===== src/hdl/cpu_ctl_pkg.sv =====
package cpu_ctl_pkg;
  // program counter and condition codes after reset
  localparam logic [15:0] PC_RESET      = 16'h0000;
  localparam logic [7:0]  CCR_RESET     = 8'h80;
  // condition code bit positions
  localparam int          CCR_C         = 0;
  localparam int          CCR_V         = 1;
  localparam int          CCR_Z         = 2;
  localparam int          CCR_N         = 3;
  // instruction lengths in bytes
  localparam logic [15:0] PC_STEP       = 16'h0002;
  localparam logic [15:0] PC_STEP_LONG  = 16'h0004;
  // pointer steps for byte and word operands
  localparam logic [15:0] BYTE_STEP     = 16'h0001;
  localparam logic [15:0] WORD_STEP     = 16'h0002;
  // upper bytes of short absolute and memory indirect addresses
  localparam logic [7:0]  ABS8_PAGE     = 8'hff;
  localparam logic [7:0]  IND_PAGE      = 8'h00;
  // position of the bit number inside its instruction byte
  localparam int          BITNO_LSB     = 4;

  // branch conditions
  typedef enum logic [3:0] {
    branch_always, branch_never, branch_if_higher, branch_if_lower_or_same,
    branch_if_carry_clear, branch_if_carry_set, branch_if_not_equal, branch_if_equal,
    branch_if_overflow_clear, branch_if_overflow_set, branch_if_plus, branch_if_minus,
    branch_if_greater_or_equal, branch_if_less_than, branch_if_greater,
    branch_if_less_or_equal
  } cond_e;

  // instruction classes handled here; seventeen of them need a fifth bit
  typedef enum logic [4:0] {
    no_operation, cond_branch, unconditional_jump, relative_subroutine_call,
    absolute_subroutine_call, subroutine_return, exception_return, power_down,
    load_condition_codes, store_condition_codes, and_condition_codes,
    or_condition_codes, xor_condition_codes, block_copy, address_gen,
    add_small_constant, subtract_small_constant
  } op_e;

  // addressing modes
  typedef enum logic [3:0] {
    am_reg, am_ind, am_disp, am_postinc, am_predec, am_abs8, am_abs16,
    am_imm8, am_imm16, am_pcrel, am_memind
  } mode_e;

  // one decoded instruction
  typedef struct packed {
    op_e         op;
    cond_e       cond;
    mode_e       mode;
    logic        word;
    logic        len4;
    logic        bit_hi;
    logic [15:0] reg_val;
    logic [15:0] sp;
    logic [7:0]  byte2;
    logic [15:0] ext;
  } insn_s;

  // results handed back to the register file
  typedef struct packed {
    logic        reg_wr;
    logic [15:0] reg_val;
    logic [15:0] ea;
    logic [15:0] operand;
    logic [2:0]  bit_num;
    logic        sp_wr;
    logic [15:0] sp;
  } result_s;

  // block copy count and pointers
  typedef struct packed {
    logic [7:0]  count;
    logic [15:0] src;
    logic [15:0] dst;
  } block_s;
endpackage


===== src/hdl/cpu_branch_sysctl.sv =====
`timescale 1ns/1ps
module cpu_branch_sysctl (
  input  wire logic                  sys_clk,
  input  wire logic                  sys_rst,
  input  wire logic                  clk_en,
  input  wire logic                  insn_valid,
  output logic                       insn_ready,
  input  wire cpu_ctl_pkg::insn_s    insn,
  input  wire cpu_ctl_pkg::block_s   blk_in,
  input  wire logic                  wake,
  output cpu_ctl_pkg::result_s       res,
  output cpu_ctl_pkg::block_s        blk,
  output logic [15:0]                pc,
  output logic [7:0]                 condition_code_register,
  output logic                       done,
  output logic                       sleeping,
  output logic                       mem_req,
  output logic                       mem_we,
  output logic                       mem_word,
  output logic [15:0]                mem_addr,
  output logic [15:0]                mem_wdata,
  input  wire logic [15:0]           mem_rdata,
  input  wire logic                  mem_ack
);
  import cpu_ctl_pkg::*;

  // sequencer states; most instructions finish in idle in one cycle
  typedef enum logic [2:0] {
    st_idle, st_ind, st_push, st_pop_ccr, st_pop_pc, st_blk_rd, st_blk_wr, st_sleep
  } state_e;

  state_e      state, next_state;          // sequencer state
  op_e         op_q, next_op_q;            // op held across memory steps
  logic [15:0] target, next_target;        // pending pc
  logic [15:0] next_pc, next_maddr, next_wdata;
  logic [7:0]  next_ccr;
  logic        next_done;
  result_s     next_res;
  block_s      next_blk;
  logic [15:0] seq, tgt, step;             // fall-through pc, target, size step

  // condition evaluation from the flags
  function automatic logic cond_true(input cond_e c, input logic [7:0] f);
    logic nv;
    nv = f[CCR_N] ^ f[CCR_V];
    unique case (c)
      branch_always:              cond_true = 1'b1;
      branch_never:               cond_true = 1'b0;
      branch_if_higher:           cond_true = !(f[CCR_C] | f[CCR_Z]);
      branch_if_lower_or_same:    cond_true = f[CCR_C] | f[CCR_Z];
      branch_if_carry_clear:      cond_true = !f[CCR_C];
      branch_if_carry_set:        cond_true = f[CCR_C];
      branch_if_not_equal:        cond_true = !f[CCR_Z];
      branch_if_equal:            cond_true = f[CCR_Z];
      branch_if_overflow_clear:   cond_true = !f[CCR_V];
      branch_if_overflow_set:     cond_true = f[CCR_V];
      branch_if_plus:             cond_true = !f[CCR_N];
      branch_if_minus:            cond_true = f[CCR_N];
      branch_if_greater_or_equal: cond_true = !nv;
      branch_if_less_than:        cond_true = nv;
      branch_if_greater:          cond_true = !(f[CCR_Z] | nv);
      branch_if_less_or_equal:    cond_true = f[CCR_Z] | nv;
    endcase
  endfunction

  // odd word addresses and targets drop their low bit
  function automatic logic [15:0] align_w(input logic [15:0] a);
    align_w = {a[15:1], 1'b0};
  endfunction

  // sign extension of a byte displacement
  function automatic logic [15:0] sext8(input logic [7:0] d);
    sext8 = {{8{d[7]}}, d};
  endfunction

  // handshake: a new instruction only when the sequencer is free
  assign insn_ready = (state == st_idle);
  assign sleeping   = (state == st_sleep);
  assign mem_req    = !(state inside {st_idle, st_sleep});
  assign mem_we     = (state inside {st_push, st_blk_wr});
  // block copy moves bytes, every other access is a word
  assign mem_word   = !(state inside {st_blk_rd, st_blk_wr});

  // next-state and datapath decisions
  always_comb begin
    next_state  = state;
    next_op_q   = op_q;
    next_target = target;
    next_pc     = pc;
    next_ccr    = condition_code_register;
    next_maddr  = mem_addr;
    next_wdata  = mem_wdata;
    next_res    = res;
    next_blk    = blk;
    next_done   = 1'b0;
    next_res.reg_wr = 1'b0;
    next_res.sp_wr  = 1'b0;
    seq  = pc + (insn.len4 ? PC_STEP_LONG : PC_STEP);
    step = insn.word ? WORD_STEP : BYTE_STEP;
    tgt  = (insn.mode == am_pcrel) ? seq + sext8(insn.byte2) :
           (insn.mode == am_ind)   ? insn.reg_val : insn.ext;
    unique case (state)
      st_idle: if (insn_valid) begin
        next_pc   = seq;
        next_done = 1'b1;
        next_op_q = insn.op;
        unique case (insn.op)
          no_operation: ;
          // taken only on a true condition
          cond_branch: if (cond_true(insn.cond, condition_code_register)) next_pc = align_w(tgt);
          unconditional_jump, relative_subroutine_call, absolute_subroutine_call: begin
            next_wdata  = seq;
            next_target = align_w(tgt);
            next_res.sp = insn.sp;
            if (insn.mode == am_memind) begin
              // fetch destination word from low page
              next_state = st_ind;
              next_maddr = {IND_PAGE, insn.byte2};
              next_pc    = pc;
              next_done  = 1'b0;
            end else if (insn.op != unconditional_jump) begin
              next_state = st_push;
              next_maddr = insn.sp - WORD_STEP;
              next_pc    = pc;
              next_done  = 1'b0;
            end else begin
              next_pc = align_w(tgt);
            end
          end
          subroutine_return, exception_return: begin
            next_state  = (insn.op == exception_return) ? st_pop_ccr : st_pop_pc;
            next_maddr  = insn.sp;
            next_pc     = pc;
            next_done   = 1'b0;
          end
          power_down: begin
            next_state = st_sleep;
            next_done  = 1'b0;
          end
          // load flags from register or immediate
          load_condition_codes: next_ccr = (insn.mode == am_imm8) ? insn.byte2 :
                                           insn.reg_val[7:0];
          store_condition_codes: begin
            next_res.reg_val = {8'h00, condition_code_register};
            next_res.reg_wr  = 1'b1;
          end
          and_condition_codes: next_ccr = condition_code_register & insn.byte2;
          or_condition_codes:  next_ccr = condition_code_register | insn.byte2;
          xor_condition_codes: next_ccr = condition_code_register ^ insn.byte2;
          block_copy: begin
            next_blk = blk_in;
            if (blk_in.count != 8'h00) begin
              next_state  = st_blk_rd;
              next_maddr  = blk_in.src;
              next_target = seq;
              next_pc     = pc;
              next_done   = 1'b0;
            end
          end
          address_gen: begin
            next_res.operand = insn.word ? insn.reg_val : {8'h00, insn.reg_val[7:0]};
            next_res.ea      = insn.reg_val;
            // bit number from byte two or byte four
            next_res.bit_num = insn.bit_hi ? insn.ext[BITNO_LSB +: 3] :
                                             insn.byte2[BITNO_LSB +: 3];
            unique case (insn.mode)
              am_reg: next_res.ea = 16'h0000;
              am_ind: next_res.ea = insn.reg_val;
              am_disp: next_res.ea = insn.reg_val + insn.ext;
              am_postinc: begin
                next_res.ea      = insn.reg_val;
                next_res.reg_val = insn.reg_val + step;
                next_res.reg_wr  = 1'b1;
              end
              am_predec: begin
                next_res.ea      = insn.reg_val - step;
                next_res.reg_val = insn.reg_val - step;
                next_res.reg_wr  = 1'b1;
              end
              // short absolute in the top page
              am_abs8:   next_res.ea = {ABS8_PAGE, insn.byte2};
              am_abs16:  next_res.ea = insn.ext;
              am_imm8:   next_res.operand = {8'h00, insn.byte2};
              am_imm16:  next_res.operand = insn.ext;
              am_pcrel:  next_res.ea = tgt;
              am_memind: next_res.ea = {IND_PAGE, insn.byte2};
            endcase
            if (insn.word) next_res.ea = align_w(next_res.ea);
          end
          add_small_constant, subtract_small_constant: begin
            // implied constant of one or two
            next_res.reg_val = (insn.op == add_small_constant) ? insn.reg_val + step :
                                                                 insn.reg_val - step;
            next_res.reg_wr  = 1'b1;
          end
        endcase
      end
      st_ind: if (mem_ack) begin
        next_target = align_w(mem_rdata);
        if (op_q == unconditional_jump) begin
          next_pc    = align_w(mem_rdata);
          next_done  = 1'b1;
          next_state = st_idle;
        end else begin
          next_state = st_push;
          next_maddr = res.sp - WORD_STEP;
        end
      end
      st_push: if (mem_ack) begin
        next_pc        = target;
        next_res.sp    = mem_addr;
        next_res.sp_wr = 1'b1;
        next_done      = 1'b1;
        next_state     = st_idle;
      end
      st_pop_ccr: if (mem_ack) begin
        // flags come back first, in the upper byte
        next_ccr   = mem_rdata[15:8];
        next_maddr = mem_addr + WORD_STEP;
        next_state = st_pop_pc;
      end
      st_pop_pc: if (mem_ack) begin
        next_pc        = align_w(mem_rdata);
        next_res.sp    = mem_addr + WORD_STEP;
        next_res.sp_wr = 1'b1;
        next_done      = 1'b1;
        next_state     = st_idle;
      end
      st_blk_rd: if (mem_ack) begin
        next_wdata = {8'h00, mem_rdata[7:0]};
        next_maddr = blk.dst;
        next_state = st_blk_wr;
      end
      st_blk_wr: if (mem_ack) begin
        next_blk.src   = blk.src + BYTE_STEP;
        next_blk.dst   = blk.dst + BYTE_STEP;
        next_blk.count = blk.count - 8'h01;
        next_maddr     = blk.src + BYTE_STEP;
        next_state     = st_blk_rd;
        if (blk.count == 8'h01) begin
          next_pc    = target;
          next_done  = 1'b1;
          next_state = st_idle;
        end
      end
      // wake-up is a level from the power control; the pc already points past
      st_sleep: if (wake) begin
        next_done  = 1'b1;
        next_state = st_idle;
      end
    endcase
  end

  // registers only; clk_en low freezes every bit of state
  always_ff @(posedge sys_clk or posedge sys_rst) begin
    if (sys_rst) begin
      state     <= st_idle;
      op_q      <= no_operation;
      target    <= PC_RESET;
      pc        <= PC_RESET;
      condition_code_register       <= CCR_RESET;
      mem_addr  <= 16'h0000;
      mem_wdata <= 16'h0000;
      res       <= '0;
      blk       <= '0;
      done      <= 1'b0;
    end else if (clk_en) begin
      state     <= next_state;
      op_q      <= next_op_q;
      target    <= next_target;
      pc        <= next_pc;
      condition_code_register       <= next_ccr;
      mem_addr  <= next_maddr;
      mem_wdata <= next_wdata;
      res       <= next_res;
      blk       <= next_blk;
      done      <= next_done;
    end
  end

  logic acc;
  assign acc = insn_valid && insn_ready && clk_en;
endmodule


===== config.mk =====
export PLATFORM = sky130hd
export DESIGN_NAME = cpu_branch_sysctl
export DESIGN_NICKNAME = d
export VERILOG_FILES = /design/src/hdl/cpu_ctl_pkg.sv /design/src/hdl/cpu_branch_sysctl.sv
export SDC_FILE = /design/constraint.sdc
export NUM_CORES = 1
export LEC_CHECK = 0
export ABC_CLOCK_PERIOD_IN_PS = 7100
export BUFFER_PORTS_ARGS = -buffer_cell sky130_fd_sc_hd__buf_4
export CAP_MARGIN = 0
export CORE_MARGIN = 2
export CORE_UTILIZATION = 54
export CTS_CLUSTER_DIAMETER = 150
export DETAILED_ROUTE_END_ITERATION = 12
export PLACE_DENSITY = 0.8
export SLEW_MARGIN = 15
export SYNTH_ARGS = -nofsm -noshare
export SYNTH_HDL_FRONTEND = slang
export SYNTH_SLANG_ARGS = --single-unit

===== constraint.sdc =====
create_clock -name sys_clk -period 7.1 [get_ports sys_clk]
set_clock_uncertainty 0.15 [all_clocks]
set_input_delay 0.355 -clock sys_clk [delete_from_list [all_inputs] [get_ports sys_clk]]
set_output_delay 0.355 -clock sys_clk [all_outputs]
set_load 0.05 [all_outputs]

==> flow_results.xml <==
<?xml version="1.0" encoding="UTF-8"?>
<metrics>
  <group name="outcome">
    <metric name="outcome" unit="">finished clean</metric>
  </group>
  <group name="logic_synthesis">
    <metric name="synth.distinct_cells" unit="">99</metric>
    <metric name="synth.top_cells.by_area" unit="">sky130_fd_sc_hd__dfrtp_1 30%, sky130_fd_sc_hd__o21ai_0 6.6%, sky130_fd_sc_hd__nand2_1 5.7%</metric>
    <metric name="syn_area" unit="um^2">15800</metric>
    <metric name="main_combinational_cell_family_by_area_after_synthesis" unit="">compound AO/OA/AOI/OAI gates</metric>
    <metric name="synth_enable_flop_cells" unit="">0</metric>
    <metric name="synth-compound-area-share" unit="%">29.9</metric>
    <metric name="yosys.area_share.xor_xnor" unit="%">5.92</metric>
    <metric name="synthArstFlopShare" unit="%">100</metric>
    <metric name="postSynth.topFlopCell" unit="">sky130_fd_sc_hd__dfrtp_1</metric>
    <metric name="share_of_synthesized_cell_area_in_full_adder_half_adder_and_majority_cells" unit="%">5.48</metric>
    <metric name="syn_nets" unit="">2213</metric>
    <metric name="synthesis.yosys.warnings" unit="">0</metric>
    <metric name="synth_top_area_share" unit="%">30.0</metric>
    <metric name="synth_seq_area_share" unit="%">30.2</metric>
    <metric name="yosysTopAreaCell" unit="">sky130_fd_sc_hd__dfrtp_1</metric>
    <metric name="netlist_instances" unit="">2013</metric>
    <metric name="synth_seq_cells" unit="">190</metric>
    <metric name="synthesis.area_per_instance" unit="um^2">7.82</metric>
    <metric name="synth_simple_gate_area_share" unit="%">20.5</metric>
    <metric name="post_synth_mux_area_share" unit="%">3.07</metric>
  </group>
  <group name="placement">
    <metric name="numPlacedInstances" unit="">2586</metric>
    <metric name="detailed_placer_s_ending_hpwl" unit="um">48500</metric>
    <metric name="io_port_bufs" unit="">304</metric>
    <metric name="place_congestion" unit="">1.03</metric>
    <metric name="preCtsSetupSlack" unit="ns">2.88</metric>
  </group>
  <group name="global_routing">
    <metric name="met2_usage" unit="%">67.8</metric>
    <metric name="gr-max-usage-layer" unit="">met2</metric>
    <metric name="grt_start_max_net_pins" unit="">123</metric>
    <metric name="vias_in_the_first_global_route" unit="">16700</metric>
    <metric name="grt_use_total" unit="%">42.0</metric>
    <metric name="number_of_antenna_violations_at_the_first_check_in_global_routing" unit="">0</metric>
    <metric name="grt_pass1_wl" unit="um">99400</metric>
    <metric name="grt.overflow.total" unit="">0</metric>
    <metric name="grt_util_met1" unit="%">52.1</metric>
    <metric name="globalRouteMet3Util" unit="%">6.72</metric>
  </group>
  <group name="detailed_routing">
    <metric name="drt-initial-drc-count" unit="">2260</metric>
    <metric name="post_detailed_routing_wire_length" unit="um">65600</metric>
    <metric name="count_of_vias_placed_by_the_detailed_router" unit="">18000</metric>
    <metric name="viasPerCell" unit="">6.85</metric>
    <metric name="first_pass_iters" unit="">7</metric>
    <metric name="drtAntennaViolNets" unit="">0</metric>
    <metric name="drt-wirelength-per-cell" unit="um">25.0</metric>
    <metric name="remaining_drc_errors" unit="">0</metric>
  </group>
  <group name="sta">
    <metric name="setup_total_negative_slack" unit="ns">0</metric>
    <metric name="layout_setup_ws" unit="ns">2.75</metric>
    <metric name="actual_transition_at_the_worst_max_transition_pin" unit="ns">1.26</metric>
    <metric name="period_share" unit="%">61.2</metric>
    <metric name="timing.max_slew.rel_slack" unit="%">15.3</metric>
    <metric name="timing_max_transition_violations_final" unit="">0</metric>
    <metric name="max_freq" unit="GHz">0.230</metric>
    <metric name="fin_hold_ws" unit="ns">0.0182</metric>
    <metric name="min_period" unit="ns">4.35</metric>
    <metric name="final-hold-violation-count" unit="">0</metric>
    <metric name="setup_viol" unit="">0</metric>
    <metric name="rsz0062_at_grt" unit="">no</metric>
  </group>
  <group name="floorplanning">
    <metric name="chipWidth" unit="um">175</metric>
    <metric name="fp.coreArea" unit="um^2">28700</metric>
    <metric name="io_pins" unit="">305</metric>
    <metric name="initial_core_util" unit="%">54.9</metric>
    <metric name="floorplan.die.height" unit="um">175</metric>
    <metric name="placement_rows" unit="">62</metric>
    <metric name="fp.dieArea" unit="um^2">30500</metric>
  </group>
  <group name="clocking">
    <metric name="clock_latency" unit="ns">0.46</metric>
    <metric name="clock_path_buffers" unit="">2</metric>
    <metric name="cts-htree-levels" unit="">4</metric>
    <metric name="cts_tree" unit="">built</metric>
    <metric name="cts_root_buf" unit="">sky130_fd_sc_hd__clkbuf_16</metric>
    <metric name="clkTransAtPathRegs" unit="ns">0.08</metric>
    <metric name="cts_setup_buffers" unit="">0</metric>
    <metric name="cts-buffers-inserted" unit="">17</metric>
    <metric name="tritoncts_num_sinks" unit="">190</metric>
  </group>
  <group name="critical_path">
    <metric name="cp-start-kind" unit="">flop</metric>
    <metric name="cp_data_arrival_time" unit="ns">4.60</metric>
    <metric name="cpMaxStageDelayCell" unit="">sky130_fd_sc_hd__a31oi_4</metric>
    <metric name="critPathMaxFanout" unit="">65</metric>
    <metric name="path_common_cell" unit="">sky130_fd_sc_hd__nand2_2</metric>
    <metric name="critPathBufInv" unit="">4</metric>
    <metric name="critical_path_required" unit="ns">7.35</metric>
    <metric name="critPathMaxStageDelay" unit="ns">0.65</metric>
    <metric name="path_cells" unit="">inv_1 &gt; nand2_2 &gt; clkinv_1 &gt; nand2_2 &gt; buf_4 &gt; a21oi_1 &gt; or3_4 &gt; a31oi_4 &gt; inv_2 &gt; nor3_1 &gt; a21o_1</metric>
    <metric name="largest_delay_contributor_family_on_the_critical_path" unit="">buffers and inverters</metric>
    <metric name="cp-end-kind" unit="">flop</metric>
    <metric name="criticalPathCategory" unit="">reg2reg</metric>
  </group>
  <group name="power">
    <metric name="power.static_leakage" unit="uW">0.00822</metric>
    <metric name="max-vdd-ir-drop" unit="uV">200</metric>
    <metric name="pwrdens" unit="nW/um^2">454</metric>
  </group>
  <group name="final_layout">
    <metric name="layout-drive-gt1-share" unit="%">18.4</metric>
    <metric name="final_cell_count_no_fill" unit="">2624</metric>
    <metric name="layout.nets" unit="">2426</metric>
    <metric name="area_growth" unit="%">19.0</metric>
    <metric name="filler_cell_count" unit="">2465</metric>
  </group>
  <group name="run">
    <metric name="cap_violations" unit="">0</metric>
  </group>
  <group name="hold_path">
    <metric name="timing.hold.worst.class" unit="">in2reg</metric>
  </group>
</metrics>
[cells in the mapped netlist, types with 12 or more instances]
cell / n
sky130_fd_sc_hd__and3_1: 16
sky130_fd_sc_hd__o22ai_1: 30
sky130_fd_sc_hd__a22oi_1: 32
sky130_fd_sc_hd__a31oi_1: 26
sky130_fd_sc_hd__or3_1: 12
sky130_fd_sc_hd__nor2b_1: 19
sky130_fd_sc_hd__a211oi_1: 24
sky130_fd_sc_hd__a21oi_1: 151
sky130_fd_sc_hd__a21o_1: 23
sky130_fd_sc_hd__mux2i_1: 37
sky130_fd_sc_hd__o21ai_0: 208
sky130_fd_sc_hd__xnor2_1: 56
sky130_fd_sc_hd__nor2_1: 216
sky130_fd_sc_hd__inv_1: 54
sky130_fd_sc_hd__buf_2: 33
sky130_fd_sc_hd__ha_1: 61
sky130_fd_sc_hd__a221oi_1: 42
sky130_fd_sc_hd__xor2_1: 46
sky130_fd_sc_hd__a222oi_1: 22
sky130_fd_sc_hd__o21ai_1: 18
sky130_fd_sc_hd__nand3_1: 45
sky130_fd_sc_hd__nor3_1: 50
sky130_fd_sc_hd__o221ai_1: 14
sky130_fd_sc_hd__nand2b_1: 13
sky130_fd_sc_hd__dfrtp_1: 189
sky130_fd_sc_hd__o31ai_1: 13
sky130_fd_sc_hd__o211ai_1: 33
sky130_fd_sc_hd__clkbuf_1: 87
sky130_fd_sc_hd__nand2_1: 238
[routing by layer]
layer	up-vias	share of wire, %
li1	7853	-
met5	-	0
met4	0	7.9
met1	8598	37
met2	1257	46
met3	263	8.7
[kinds of logic (layout without fill, tap and decap cells)]
| logic type | after synthesis | after routing |
|---|---|---|
| flip-flops | 190 | 190 |
| other | 0 | 1 |
| buffers and inverters | 190 | 416 |
| AO/OA/AOI/OAI | 724 | 724 |
| XOR/XNOR | 104 | 104 |
| adder cells (fa/ha/maj) | 66 | 66 |
| multiplexers | 46 | 46 |
| AND/OR/NAND/NOR | 693 | 693 |
[tightest hold or removal path, stage by stage]
cell and delay (ns):
sky130_fd_sc_hd__buf_4 0.08, sky130_fd_sc_hd__a21oi_1 0.05, sky130_fd_sc_hd__o21ai_1 0.11
[final timing paths]
path                       startpoint                          to  slack [ns]  cells past startpoint
setup / recovery             state[0]                       pc[1]        2.75                     11
setup reg to reg             state[0]                       pc[1]        2.75                     11
max in group asynchronous     sys_rst  condition_code_register[5]        4.80                      4
hold / removal              blk_in[3]                      blk[3]        0.02                      3
min in group asynchronous     sys_rst                     res[13]        0.46                      3
hold reg to reg               res[63]                     res[63]        0.34                      2
[power by group]
group / internal (uW) / switching [uW] / leakage, uW
Combinational: 1690 / 3680 / 0.00555
Clock: 473 / 510 / 0.000277
Sequential: 1530 / 627 / 0.00239
[final cells by class]
cell class | instances | area, um^2 | area share (%)
clock inverter | 13 | 123 | 0.654
inverter | 56 | 218 | 1.16
tap | 384 | 480 | 2.56
timing repair buffer | 328 | 2480 | 13.2
antenna | 1 | 2.50 | 0.0133
sequential | 190 | 4760 | 25.4
clock buffer | 19 | 443 | 2.36
multi-input combinational | 1633 | 10200 | 54.7
[per-stage QoR]
step	utilization, %	area (um^2)	total power [uW]
after floorplan	-	15800	5680
final	65.3	18700	8510
after CTS	65.3	18700	8390
after detailed placement	63.2	18100	7390
after global routing	65.3	18700	8920
after global placement	63.2	18100	7310
[layout by cell type (no fill, tap or decap), drive strengths merged, types with 22 or more instances in the layout]
cell    synthesis  layout
xor2           47      47
a222oi         22      22
o21ai         227     227
a221oi         43      43
a211oi         24      24
o211ai         34      34
a22oi          32      32
nor3           53      53
nand3          46      46
a21o           23      23
inv            55      62
buf            47     324
mux2i          38      38
nor2          218     218
xnor2          56      56
a21oi         151     151
dfrtp         189     189
o22ai          30      30
a31oi          28      28
ha             61      61
nand2         240     240
[registers in the layout, indices dropped and copies added, names as in the netlist]
register                 flops
blk                         40
condition_code_register      8
done                         1
mem_addr                    16
mem_wdata                   16
op_q                         5
pc                          16
res                         69
state                        3
target                      16
[what timing repair did]
action / CTS / global route
hold buffers: 4 / 0
endpoints found under the hold margin: 40 / 0
resized for setup: 0 / 0
(Power assumes the default switching activity.)
